<file path="src/design/lpmc_pkg.sv">
// Purpose: constants and types for the low power mode controller
// Assumes: 32-bit register port, word offsets as byte addresses
// Notes: mode codes double as the MODE_O encoding
package lpmc_pkg;

  // ==========================================================
  // register offsets
  localparam logic [3:0] OFS_CTRL = 4'h0;
  localparam logic [3:0] OFS_STAT = 4'h4;
  localparam logic [3:0] OFS_IOCFG = 4'h8;

  // ==========================================================
  // field codes
  localparam logic [2:0] LP_STOP0 = 3'h0;
  localparam logic [2:0] LP_STOP1 = 3'h1;
  localparam logic [2:0] LP_STOP2 = 3'h2;
  localparam logic [2:0] LP_STANDBY = 3'h3;
  localparam logic [2:0] LP_SLEEP = 3'h4;

  localparam logic [1:0] CLK_MULTI = 2'h0;
  localparam logic [1:0] CLK_HSI = 2'h1;
  localparam logic [1:0] CLK_FAST_EXT = 2'h2;
  localparam logic [1:0] CLK_PLL = 2'h3;

  // multispeed oscillator range codes, higher code is faster
  localparam logic [3:0] MS_RANGE_2M = 4'h5;
  localparam logic [3:0] MS_RANGE_8M = 4'h7;
  localparam logic [3:0] MS_RANGE_48M = 4'hB;

  // ==========================================================
  // types
  typedef enum logic [2:0] {
    M_RUN = 3'b000,
    M_SLEEP = 3'b001,
    M_LPRUN = 3'b010,
    M_LPSLEEP = 3'b011,
    M_STOP0 = 3'b100,
    M_STOP1 = 3'b101,
    M_STOP2 = 3'b110,
    M_STANDBY = 3'b111
  } mode_e;

  typedef struct packed {
    logic [14:0] rsvd;
    logic hsi_on;
    logic fx_on;
    logic pll_on;
    logic [1:0] clk_sel;
    logic [3:0] ms_range;
    logic exit_hsi;
    logic wake_rise;
    logic ret_keep;
    logic rtc_keep;
    logic lprun_req;
    logic [2:0] lp_sel;
  } ctrl_s;

  typedef struct packed {
    logic [22:0] rsvd;
    logic w_rst;
    logic w_slow;
    logic w_rtc;
    logic w_pin;
    logic stop_flag;
    logic sb_flag;
    logic [2:0] mode;
  } stat_s;

  typedef struct packed {
    logic rst_pin;
    logic wdg;
    logic wk_pin;
    logic rtc;
    logic slow_fail;
  } sb_wake_s;

  typedef struct packed {
    logic cpu_clk;
    logic core_clk;
    logic pll;
    logic ms_osc;
    logic hsi;
    logic fx_osc;
    logic ls_osc;
    logic main_reg;
    logic lp_reg;
    logic low_leak;
    logic core_pwr;
    logic brownout;
    logic rtc;
    logic main_sram_pwr;
    logic ret_sram_pwr;
    logic [1:0] sysclk_sel;
    logic [3:0] ms_range;
  } pwr_s;

  // ==========================================================
  // reset values
  localparam ctrl_s CTRL_RST = '{ms_range: MS_RANGE_8M, default: '0};
  localparam logic [31:0] IOCFG_RST = 32'h0000_0000;

endpackage

</file>
<file path="src/design/low_power_mode_controller.sv">
// Purpose: power mode sequencer with clock, oscillator and regulator control
// Assumes: inputs synchronous to REF_CLK_I, one register port master
// Notes: PWR_O follows MODE_O by one clock
//
// Notes on behaviour
// reset leaves device in Run mode
// Sleep halts only processor, any event wakes
// low-power run uses LP regulator, 2 MHz cap
// low-power run may keep 16 MHz osc on
// low-power sleep only from low-power run
// low-power sleep wakes back to low-power run
// Stop keeps SRAM and registers
// Stop gates core clocks and fast oscillators
// RTC active in Stop when configured
// peripherals may enable 16 MHz osc in Stop
// three Stop variants, variant 2 low leakage
// Stop 0 keeps main regulator on
// Stop exit clock multispeed or 16 MHz osc
// Standby powers off core, PLL, fast oscillators
// brownout monitor always active in Standby
// Standby holds I/O in chosen pull state
// Standby loses main SRAM and registers
// second SRAM bank optionally kept in Standby
// Standby exit: reset, watchdog, pin, RTC, osc fail
// Standby exit runs multispeed osc, max 8 MHz
// core writes mode then waits for interrupt
// Stop wakeup resumes entry mode without reset
//
// Chosen here: the register addresses and the address-and-strobe port.
`timescale 1ns/100ps
module low_power_mode_controller (
  input wire logic REF_CLK_I,
  input wire logic RST_N_I,
  input wire logic [3:0] ADDR_I,
  input wire logic [31:0] WDATA_I,
  input wire logic WR_I,
  input wire logic RD_I,
  output logic [31:0] RDATA_O,
  input wire logic WFI_I,
  input wire logic WAKE_EVT_I,
  input wire logic PERIPH_HSI_REQ_I,
  input wire lpmc_pkg::sb_wake_s SB_WAKE_I,
  output lpmc_pkg::pwr_s PWR_O,
  output logic [2:0] MODE_O,
  output logic [31:0] IO_PULL_O,
  output logic IO_STBY_HOLD_O,
  output logic CORE_RST_O
);

  // ==========================================================
  // helpers
  function automatic logic [3:0] clip(input logic [3:0] r, input logic [3:0] lim);
    clip = (r > lim) ? lim : r;
  endfunction

  function automatic logic is_stop(input lpmc_pkg::mode_e m);
    is_stop = (m == lpmc_pkg::M_STOP0) || (m == lpmc_pkg::M_STOP1) ||
              (m == lpmc_pkg::M_STOP2);
  endfunction

  // mode picked by a wait instruction, shared by Run and low-power run
  function automatic lpmc_pkg::mode_e entry_mode(input logic [2:0] sel, input logic from_lp);
    case (sel)
      lpmc_pkg::LP_STOP0: entry_mode = lpmc_pkg::M_STOP0;
      lpmc_pkg::LP_STOP1: entry_mode = lpmc_pkg::M_STOP1;
      lpmc_pkg::LP_STOP2: entry_mode = lpmc_pkg::M_STOP2;
      lpmc_pkg::LP_STANDBY: entry_mode = lpmc_pkg::M_STANDBY;
      // low-power sleep only from low-power run
      default: entry_mode = from_lp ? lpmc_pkg::M_LPSLEEP : lpmc_pkg::M_SLEEP;
    endcase
  endfunction

  // ==========================================================
  // state
  lpmc_pkg::mode_e mode_r;
  lpmc_pkg::mode_e mode_nxt;
  lpmc_pkg::mode_e ret_r;
  lpmc_pkg::ctrl_s ctrl_r;
  lpmc_pkg::stat_s stat_r;
  lpmc_pkg::pwr_s pwr_nxt;
  lpmc_pkg::stat_s stat_rd;
  logic [31:0] iocfg_r;
  logic pin_q_r;
  logic pin_edge;
  logic sb_exit;
  logic stop_exit;
  logic wr_ctrl;
  logic wr_stat;
  logic wr_iocfg;
  lpmc_pkg::stat_s wclr;

  assign wr_ctrl = WR_I && (ADDR_I == lpmc_pkg::OFS_CTRL);
  assign wr_stat = WR_I && (ADDR_I == lpmc_pkg::OFS_STAT);
  assign wr_iocfg = WR_I && (ADDR_I == lpmc_pkg::OFS_IOCFG);
  // write-one-clear mask laid out like the status word
  assign wclr = WDATA_I;

  // wake pin edge polarity
  assign pin_edge = ctrl_r.wake_rise ? (SB_WAKE_I.wk_pin & ~pin_q_r) :
                    (~SB_WAKE_I.wk_pin & pin_q_r);

  // standby exit sources
  assign sb_exit = (mode_r == lpmc_pkg::M_STANDBY) &&
                   (SB_WAKE_I.rst_pin | SB_WAKE_I.wdg | pin_edge |
                    SB_WAKE_I.rtc | SB_WAKE_I.slow_fail);
  assign stop_exit = is_stop(mode_r) && WAKE_EVT_I;

  always_ff @(posedge REF_CLK_I) begin
    if (!RST_N_I) begin
      pin_q_r <= 1'b0;
    end else begin
      pin_q_r <= SB_WAKE_I.wk_pin;
    end
  end

  // ==========================================================
  // mode sequencer
  always_comb begin
    mode_nxt = mode_r;
    case (mode_r)
      lpmc_pkg::M_RUN: begin
        if (WFI_I) begin
          // entry only on wait instruction
          mode_nxt = entry_mode(ctrl_r.lp_sel, 1'b0);
        end else if (ctrl_r.lprun_req) begin
          mode_nxt = lpmc_pkg::M_LPRUN;
        end
      end
      lpmc_pkg::M_LPRUN: begin
        // wait wins over leaving low-power run in the same cycle
        if (WFI_I) begin
          mode_nxt = entry_mode(ctrl_r.lp_sel, 1'b1);
        end else if (!ctrl_r.lprun_req) begin
          mode_nxt = lpmc_pkg::M_RUN;
        end
      end
      lpmc_pkg::M_SLEEP: begin
        // any event wakes
        if (WAKE_EVT_I) begin
          mode_nxt = lpmc_pkg::M_RUN;
        end
      end
      lpmc_pkg::M_LPSLEEP: begin
        // back to low-power run
        if (WAKE_EVT_I) begin
          mode_nxt = lpmc_pkg::M_LPRUN;
        end
      end
      lpmc_pkg::M_STOP0, lpmc_pkg::M_STOP1, lpmc_pkg::M_STOP2: begin
        // resume the entry mode
        if (WAKE_EVT_I) begin
          mode_nxt = ret_r;
        end
      end
      lpmc_pkg::M_STANDBY: begin
        if (sb_exit) begin
          mode_nxt = lpmc_pkg::M_RUN;
        end
      end
      default: mode_nxt = lpmc_pkg::M_RUN;
    endcase
  end

  always_ff @(posedge REF_CLK_I) begin
    if (!RST_N_I) begin
      // reset to run
      mode_r <= lpmc_pkg::M_RUN;
    end else begin
      mode_r <= mode_nxt;
    end
  end

  // remember where Stop was entered from
  always_ff @(posedge REF_CLK_I) begin
    if (!RST_N_I) begin
      ret_r <= lpmc_pkg::M_RUN;
    end else if (is_stop(mode_nxt) && !is_stop(mode_r)) begin
      ret_r <= mode_r;
    end
  end

  // ==========================================================
  // control register
  always_ff @(posedge REF_CLK_I) begin
    if (!RST_N_I) begin
      ctrl_r <= lpmc_pkg::CTRL_RST;
    end else if (sb_exit) begin
      // core registers lost, standby bits kept
      ctrl_r <= lpmc_pkg::CTRL_RST;
      ctrl_r.rtc_keep <= ctrl_r.rtc_keep;
      ctrl_r.ret_keep <= ctrl_r.ret_keep;
      ctrl_r.wake_rise <= ctrl_r.wake_rise;
      // multispeed range capped at 8 MHz
      ctrl_r.ms_range <= lpmc_pkg::MS_RANGE_8M;
    end else if (stop_exit) begin
      // wake clock per software choice
      ctrl_r.clk_sel <= ctrl_r.exit_hsi ? lpmc_pkg::CLK_HSI : lpmc_pkg::CLK_MULTI;
      ctrl_r.ms_range <= clip(ctrl_r.ms_range, lpmc_pkg::MS_RANGE_48M);
      ctrl_r.pll_on <= 1'b0;
      ctrl_r.fx_on <= 1'b0;
      ctrl_r.hsi_on <= ctrl_r.exit_hsi;
    end else if (wr_ctrl) begin
      ctrl_r <= WDATA_I;
      ctrl_r.rsvd <= '0;
    end
  end

  // standby circuitry, survives standby
  always_ff @(posedge REF_CLK_I) begin
    if (!RST_N_I) begin
      iocfg_r <= lpmc_pkg::IOCFG_RST;
    end else if (wr_iocfg) begin
      iocfg_r <= WDATA_I;
    end
  end

  // ==========================================================
  // status flags, set wins over write-one clear
  always_comb begin
    stat_rd = stat_r;
    stat_rd.mode = mode_r;
    stat_rd.rsvd = '0;
  end

  always_ff @(posedge REF_CLK_I) begin
    if (!RST_N_I) begin
      stat_r <= '0;
    end else begin
      if (wr_stat) begin
        stat_r.sb_flag <= stat_r.sb_flag & ~wclr.sb_flag;
        stat_r.stop_flag <= stat_r.stop_flag & ~wclr.stop_flag;
        stat_r.w_pin <= stat_r.w_pin & ~wclr.w_pin;
        stat_r.w_rtc <= stat_r.w_rtc & ~wclr.w_rtc;
        stat_r.w_slow <= stat_r.w_slow & ~wclr.w_slow;
        stat_r.w_rst <= stat_r.w_rst & ~wclr.w_rst;
      end
      if (stop_exit) begin
        stat_r.stop_flag <= 1'b1;
      end
      if (sb_exit) begin
        stat_r.sb_flag <= 1'b1;
        stat_r.w_pin <= pin_edge;
        stat_r.w_rtc <= SB_WAKE_I.rtc;
        stat_r.w_slow <= SB_WAKE_I.slow_fail;
        stat_r.w_rst <= SB_WAKE_I.rst_pin | SB_WAKE_I.wdg;
      end
    end
  end

  // ==========================================================
  // register read port
  always_ff @(posedge REF_CLK_I) begin
    if (!RST_N_I) begin
      RDATA_O <= '0;
    end else if (RD_I) begin
      case (ADDR_I)
        lpmc_pkg::OFS_CTRL: RDATA_O <= ctrl_r;
        lpmc_pkg::OFS_STAT: RDATA_O <= stat_rd;
        lpmc_pkg::OFS_IOCFG: RDATA_O <= iocfg_r;
        default: RDATA_O <= '0;
      endcase
    end else begin
      RDATA_O <= '0;
    end
  end

  // ==========================================================
  // power and clock controls
  always_comb begin
    pwr_nxt = '0;
    pwr_nxt.ls_osc = 1'b1;
    // brownout monitor never off
    pwr_nxt.brownout = 1'b1;
    pwr_nxt.core_pwr = 1'b1;
    pwr_nxt.main_sram_pwr = 1'b1;
    pwr_nxt.ret_sram_pwr = 1'b1;
    pwr_nxt.rtc = 1'b1;
    pwr_nxt.sysclk_sel = ctrl_r.clk_sel;
    pwr_nxt.ms_range = ctrl_r.ms_range;
    case (mode_r)
      lpmc_pkg::M_RUN, lpmc_pkg::M_SLEEP: begin
        // sleep gates only the cpu clock
        pwr_nxt.cpu_clk = (mode_r == lpmc_pkg::M_RUN);
        pwr_nxt.core_clk = 1'b1;
        pwr_nxt.main_reg = 1'b1;
        pwr_nxt.ms_osc = 1'b1;
        // a selected clock source is never switched off under the core
        pwr_nxt.hsi = ctrl_r.hsi_on | (ctrl_r.clk_sel == lpmc_pkg::CLK_HSI);
        pwr_nxt.fx_osc = ctrl_r.fx_on | (ctrl_r.clk_sel == lpmc_pkg::CLK_FAST_EXT);
        pwr_nxt.pll = ctrl_r.pll_on | (ctrl_r.clk_sel == lpmc_pkg::CLK_PLL);
      end
      lpmc_pkg::M_LPRUN, lpmc_pkg::M_LPSLEEP: begin
        // low-power sleep stops only the cpu clock
        pwr_nxt.cpu_clk = (mode_r == lpmc_pkg::M_LPRUN);
        pwr_nxt.core_clk = 1'b1;
        // lp regulator, multispeed range capped at 2 MHz
        pwr_nxt.lp_reg = 1'b1;
        pwr_nxt.ms_osc = 1'b1;
        pwr_nxt.sysclk_sel = lpmc_pkg::CLK_MULTI;
        pwr_nxt.ms_range = clip(ctrl_r.ms_range, lpmc_pkg::MS_RANGE_2M);
        // kernel clock from 16 MHz osc
        pwr_nxt.hsi = ctrl_r.hsi_on;
      end
      lpmc_pkg::M_STOP0, lpmc_pkg::M_STOP1, lpmc_pkg::M_STOP2: begin
        // core clocks and fast oscillators off
        // sram and registers stay powered
        // stop 0 keeps main regulator
        pwr_nxt.main_reg = (mode_r == lpmc_pkg::M_STOP0);
        pwr_nxt.lp_reg = (mode_r != lpmc_pkg::M_STOP0);
        // stop 2 low leakage
        pwr_nxt.low_leak = (mode_r == lpmc_pkg::M_STOP2);
        // peripheral wake detection clock
        pwr_nxt.hsi = PERIPH_HSI_REQ_I;
        // rtc kept when configured
        pwr_nxt.rtc = ctrl_r.rtc_keep;
      end
      lpmc_pkg::M_STANDBY: begin
        // core domain and main regulator off
        pwr_nxt.core_pwr = 1'b0;
        pwr_nxt.main_sram_pwr = 1'b0;
        // optional retention via lp regulator
        pwr_nxt.ret_sram_pwr = ctrl_r.ret_keep;
        pwr_nxt.lp_reg = ctrl_r.ret_keep;
        pwr_nxt.rtc = ctrl_r.rtc_keep;
      end
      default: pwr_nxt.core_pwr = 1'b1;
    endcase
  end

  always_ff @(posedge REF_CLK_I) begin
    if (!RST_N_I) begin
      PWR_O <= '0;
    end else begin
      PWR_O <= pwr_nxt;
    end
  end

  // mode leads the power word by one clock
  always_ff @(posedge REF_CLK_I) begin
    if (!RST_N_I) begin
      MODE_O <= lpmc_pkg::M_RUN;
    end else begin
      MODE_O <= mode_nxt;
    end
  end

  always_ff @(posedge REF_CLK_I) begin
    if (!RST_N_I) begin
      IO_PULL_O <= lpmc_pkg::IOCFG_RST;
    end else begin
      IO_PULL_O <= iocfg_r;
    end
  end

  // pulls held during standby
  always_ff @(posedge REF_CLK_I) begin
    if (!RST_N_I) begin
      IO_STBY_HOLD_O <= 1'b0;
    end else begin
      IO_STBY_HOLD_O <= (mode_nxt == lpmc_pkg::M_STANDBY);
    end
  end

  // core restarts after standby
  always_ff @(posedge REF_CLK_I) begin
    if (!RST_N_I) begin
      CORE_RST_O <= 1'b0;
    end else begin
      CORE_RST_O <= sb_exit;
    end
  end

endmodule

</file>
<file path="config.mk">
export PLATFORM = sky130hd
export DESIGN_NAME = low_power_mode_controller
export DESIGN_NICKNAME = d
export VERILOG_FILES = /design/src/design/lpmc_pkg.sv /design/src/design/low_power_mode_controller.sv
export SDC_FILE = /design/constraint.sdc
export NUM_CORES = 1
export LEC_CHECK = 0
export BUFFER_PORTS_ARGS = -buffer_cell sky130_fd_sc_hd__buf_2
export CORE_MARGIN = 3
export CORE_UTILIZATION = 40
export CTS_BUF_LIST = sky130_fd_sc_hd__clkbuf_16
export CTS_CLUSTER_DIAMETER = 200
export DETAILED_ROUTE_END_ITERATION = 7
export GPL_ROUTABILITY_DRIVEN = 1
export GPL_TIMING_DRIVEN = 0
export PLACE_DENSITY = 0.66
export SYNTH_ARGS = -nofsm -noshare
export SYNTH_HDL_FRONTEND = slang
export SYNTH_SLANG_ARGS = --single-unit
</file>
<file path="constraint.sdc">
create_clock -name REF_CLK_I -period 1.85 [get_ports REF_CLK_I]
set_input_delay 0.37 -clock REF_CLK_I [delete_from_list [all_inputs] [get_ports REF_CLK_I]]
set_output_delay 0.37 -clock REF_CLK_I [all_outputs]
set_load 0.01 [all_outputs]
</file>
==> run_summary.xml <==
<?xml version="1.0" encoding="UTF-8"?>
<metrics>
  <group name="clock_tree">
    <metric name="cts_buffer_depth" unit="">2</metric>
    <metric name="cts_made_buffers" unit="">17</metric>
    <metric name="tritoncts_num_sinks" unit="">147</metric>
    <metric name="ctsHtreeMaxLevel" unit="">4</metric>
    <metric name="clock_tree_from_tritoncts" unit="">done</metric>
    <metric name="insertion_delay" unit="ns">0.41</metric>
    <metric name="total_of_hold_buffers_inserted_after_clock_tree_synthesis" unit="">0</metric>
    <metric name="cts-root-buf" unit="">clkbuf_16</metric>
    <metric name="cts.reportedPaths.clkPinSlew" unit="ns">0.06</metric>
  </group>
  <group name="global_route">
    <metric name="grt_first_pass_wirelength" unit="mm">22.14</metric>
    <metric name="grt_overflow_total" unit="">0</metric>
    <metric name="grt_start_max_net_pins" unit="">17</metric>
    <metric name="overall_routing_resource_usage" unit="%">20.02</metric>
    <metric name="grt_antenna_before_repair" unit="">0</metric>
    <metric name="via_count_of_the_first_global_routing_pass" unit="">4339</metric>
  </group>
  <group name="yosys">
    <metric name="yosysWarningCount" unit="">0</metric>
    <metric name="post_syn_nets" unit="">581</metric>
    <metric name="synth_cell_types" unit="">49</metric>
    <metric name="synth-main-ff-cell" unit="">dfxtp_1</metric>
    <metric name="netlist_area" unit="mm²">0.005009</metric>
    <metric name="async_reset_ff_share" unit="%">0</metric>
    <metric name="synthesized_area_per_cell" unit="µm²">9.397</metric>
    <metric name="synth_sequential_area_ratio" unit="%">58.76</metric>
    <metric name="postSynthCellCount" unit="">533</metric>
    <metric name="synth-seq-cells" unit="">147</metric>
    <metric name="number_of_enable_flip_flop_cells_after_synthesis" unit="">0</metric>
  </group>
  <group name="power">
    <metric name="share_seq_of_total_power" unit="%">44.6</metric>
    <metric name="share_of_power_burned_in_the_clock_network" unit="%">46.1</metric>
    <metric name="power.share.combinational" unit="%">9.4</metric>
    <metric name="internal-power" unit="W">0.005623</metric>
    <metric name="power_density" unit="mW/mm²">1127</metric>
    <metric name="peak_supply_drop" unit="V">0.0006333</metric>
    <metric name="power.net_switching" unit="W">0.001786</metric>
    <metric name="swShare" unit="%">24.11</metric>
    <metric name="leakagePower" unit="nW">2.805</metric>
  </group>
  <group name="cells_and_area">
    <metric name="insertedDiodeCount" unit="">0</metric>
    <metric name="synthToLayoutAreaGrowth" unit="%">31.23</metric>
    <metric name="commonest_cells_after_routing_fill_and_taps_aside" unit="">147 x dfxtp_1, 139 x buf_2, 103 x nand2_1, 57 x a21oi_1, 50 x and2_1</metric>
    <metric name="finalNetCount" unit="">740</metric>
    <metric name="post_route_cells_drive_above_1_share" unit="%">28.09</metric>
    <metric name="layout.cells.most_common" unit="">dfxtp_1</metric>
    <metric name="num-fill-cells" unit="">1128</metric>
  </group>
  <group name="routing">
    <metric name="wire_per_inst" unit="µm">15.96</metric>
    <metric name="drc_errors" unit="">0</metric>
    <metric name="drt-vias-per-instance" unit="">4.982</metric>
    <metric name="drtPass1Iterations" unit="">6</metric>
    <metric name="via_count" unit="">4349</metric>
    <metric name="initialDrtViolationCount" unit="">319</metric>
    <metric name="postRouteAntennaNets" unit="">0</metric>
    <metric name="drt_wl_total" unit="mm">13.94</metric>
  </group>
  <group name="placed_design">
    <metric name="gp_routability_congestion" unit="">0.8891</metric>
    <metric name="place_worst_setup_slack" unit="ns">-0.4277</metric>
    <metric name="place_hpwl" unit="mm">9.969</metric>
    <metric name="port_buffers" unit="">136</metric>
  </group>
  <group name="floorplan">
    <metric name="area_of_the_core_region" unit="mm²">0.01211</metric>
    <metric name="io_pins" unit="">138</metric>
    <metric name="die_width" unit="µm">117.9</metric>
    <metric name="start_util" unit="%">41.35</metric>
    <metric name="die-height" unit="µm">117.9</metric>
    <metric name="placement_rows" unit="">40</metric>
    <metric name="floorplan.die_area" unit="mm²">0.01390</metric>
  </group>
  <group name="critical_path">
    <metric name="end_kind" unit="">register</metric>
    <metric name="crit_type" unit="">reg2reg</metric>
    <metric name="crit_chain" unit="">buf_2 &gt; and3_4 &gt; buf_6 &gt; o31ai_4 &gt; buf_4 &gt; buf_4 &gt; and2_2 &gt; o21ai_1 &gt; a21oi_1</metric>
    <metric name="crit_top_cell" unit="">buf_4</metric>
    <metric name="setup.worst_path.start" unit="">MODE_O[1]</metric>
    <metric name="critical_path.max_fanout" unit="">10</metric>
    <metric name="cpMaxStageDelayCell" unit="">dfxtp_1</metric>
    <metric name="path_delay_family" unit="">buffers and inverters</metric>
    <metric name="critPathLaunchType" unit="">register</metric>
    <metric name="reg2reg_from" unit="">MODE_O[1]</metric>
    <metric name="path_buf_inv" unit="">4</metric>
    <metric name="cp.required" unit="ns">2.14</metric>
    <metric name="cpPeakStageDelay" unit="ns">0.32</metric>
    <metric name="critical_path_arrival" unit="ns">2.09</metric>
  </group>
  <group name="sta">
    <metric name="finalCritPeriodShare" unit="%">97.60</metric>
    <metric name="finalHoldViolCount" unit="">0</metric>
    <metric name="rsz0062_at_grt" unit="">yes</metric>
    <metric name="setup_total_negative_slack" unit="ns">0</metric>
    <metric name="finalSetupViolations" unit="">0</metric>
    <metric name="worst_setup_margin" unit="ns">0.04447</metric>
    <metric name="timing.slew.headroom" unit="%">56.58</metric>
    <metric name="timing.fmax" unit="MHz">553.9</metric>
    <metric name="max_slew.worst_pin.slew" unit="ns">0.6485</metric>
    <metric name="layout_min_cycle_time" unit="ns">1.806</metric>
    <metric name="final-max-slew-violation-count" unit="">0</metric>
    <metric name="final.setup_skew" unit="ns">0.005948</metric>
  </group>
  <group name="run">
    <metric name="maxCapViolCount" unit="">0</metric>
  </group>
  <group name="min_path">
    <metric name="hold_path.startpoint" unit="">RST_N_I</metric>
    <metric name="hold_class" unit="">in2reg</metric>
  </group>
  <group name="status">
    <metric name="run_status" unit="">finished, final reports clean</metric>
  </group>
</metrics>
-- flip-flops by register name, summed over array words and instances, names as in the netlist --
| register | flops |
|---|---|
| CORE_RST_O | 1 |
| IO_PULL_O | 32 |
| IO_STBY_HOLD_O | 1 |
| MODE_O | 3 |
| PWR_O | 19 |
| RDATA_O | 32 |
| ctrl_r | 17 |
| iocfg_r | 32 |
| pin_q_r | 1 |
| ret_r | 3 |
| stat_r | 6 |
-- kinds of logic (layout without fill, tap and decap cells) --
logic type | after synthesis | after routing | synth area share (%)
AND/OR/NAND/NOR | 231 | 231 | 22.43
XOR/XNOR | 1 | 1 | 0.1749
buffers and inverters | 44 | 216 | 4.122
flip-flops | 147 | 147 | 58.76
AO/OA/AOI/OAI | 103 | 103 | 13.09
multiplexers | 7 | 7 | 1.424
-- worst paths after layout --
path | endpoint | slack [ns] | depth (start not counted)
setup / recovery | ctrl_r[16] | 0.04 | 9
setup reg to reg | ctrl_r[16] | 0.04 | 9
hold reg to reg | ret_r[2] | 0.43 | 2
hold / removal | PWR_O[9] | 0.08 | 1
-- power by group through the flow --
stage / sequential, W / clock, W / combinational, W
6_report: 0.00330 / 0.00341 / 0.000694
5_1_grt: 0.00331 / 0.00361 / 0.000750
4_1_cts: 0.00330 / 0.00346 / 0.000653
3_5_place_dp: 0.00337 / 0 / 0.000645
3_3_place_gp: 0.00337 / 0 / 0.000631
2_1_floorplan: 0.00339 / 0 / 0.000359
-- synthesized netlist by cell type (all sizes together), types with 2 or more instances --
cell type / instances / area share [%]
nor3: 7 / 0.70
and3: 5 / 0.72
a21oi: 57 / 5.7
nand2: 104 / 7.8
o211ai: 2 / 0.30
o31a: 2 / 0.35
buf: 14 / 1.9
and2: 53 / 6.7
dfxtp: 147 / 59
nand2b: 5 / 0.62
o22ai: 2 / 0.25
a31oi: 2 / 0.25
o21ai: 9 / 0.90
mux2i: 6 / 1.2
nand3: 7 / 0.70
a221oi: 3 / 0.52
clkbuf: 22 / 1.6
or4: 2 / 0.45
inv: 8 / 0.60
nor3b: 2 / 0.30
nor4b: 3 / 0.65
a222oi: 9 / 1.8
a22oi: 8 / 1.2
nor2: 37 / 2.8
-- per-layer routing --
| metal | routed length [µm] | track usage (%) | share of wire, % |
|---|---|---|---|
| met5 | 0 | 0 | 0 |
| met4 | 373 | 8.938 | 2.7 |
| met3 | 736 | 4.469 | 5.3 |
| met2 | 6878 | 34.14 | 49 |
| met1 | 5947 | 24.16 | 43 |
-- what timing repair did --
item,CTS,global route
resized for setup,3,10
pin swaps,1,1
endpoints found under the setup margin,8,12
hold endpoints to repair,0,0
setup buffers,1,3
-- stage by stage --
| stage | total power, W | cells | util [%] | hold slack (ns) | area (µm²) |
|---|---|---|---|---|---|
| after floorplan | 0.003750 | 533 | - | 0.3977 | 5009 |
| after global placement | 0.003997 | 837 | 48.71 | 0.4155 | 5899 |
| after detailed placement | 0.004013 | 837 | 48.71 | 0.4242 | 5899 |
| after CTS | 0.007415 | 870 | 53.77 | 0.06961 | 6513 |
| after global routing | 0.007673 | 873 | 54.27 | 0.06822 | 6573 |
| final | 0.007408 | 873 | 54.27 | 0.08293 | 6573 |
-- cell type report --
type                    instances  area [µm²]  area share (%)
flip-flops and latches        147        2943           44.77
multi-input cells             342        1911           29.07
repair buffers                140       710.7           10.81
clock buffers                  17       425.4           6.472
well taps                     168       210.2           3.198
plain buffers                  36       177.7           2.703
clock inverters                15       165.2           2.513
inverters                       8       30.03          0.4569
No activity file was read; power rests on OpenSTA's default activity.
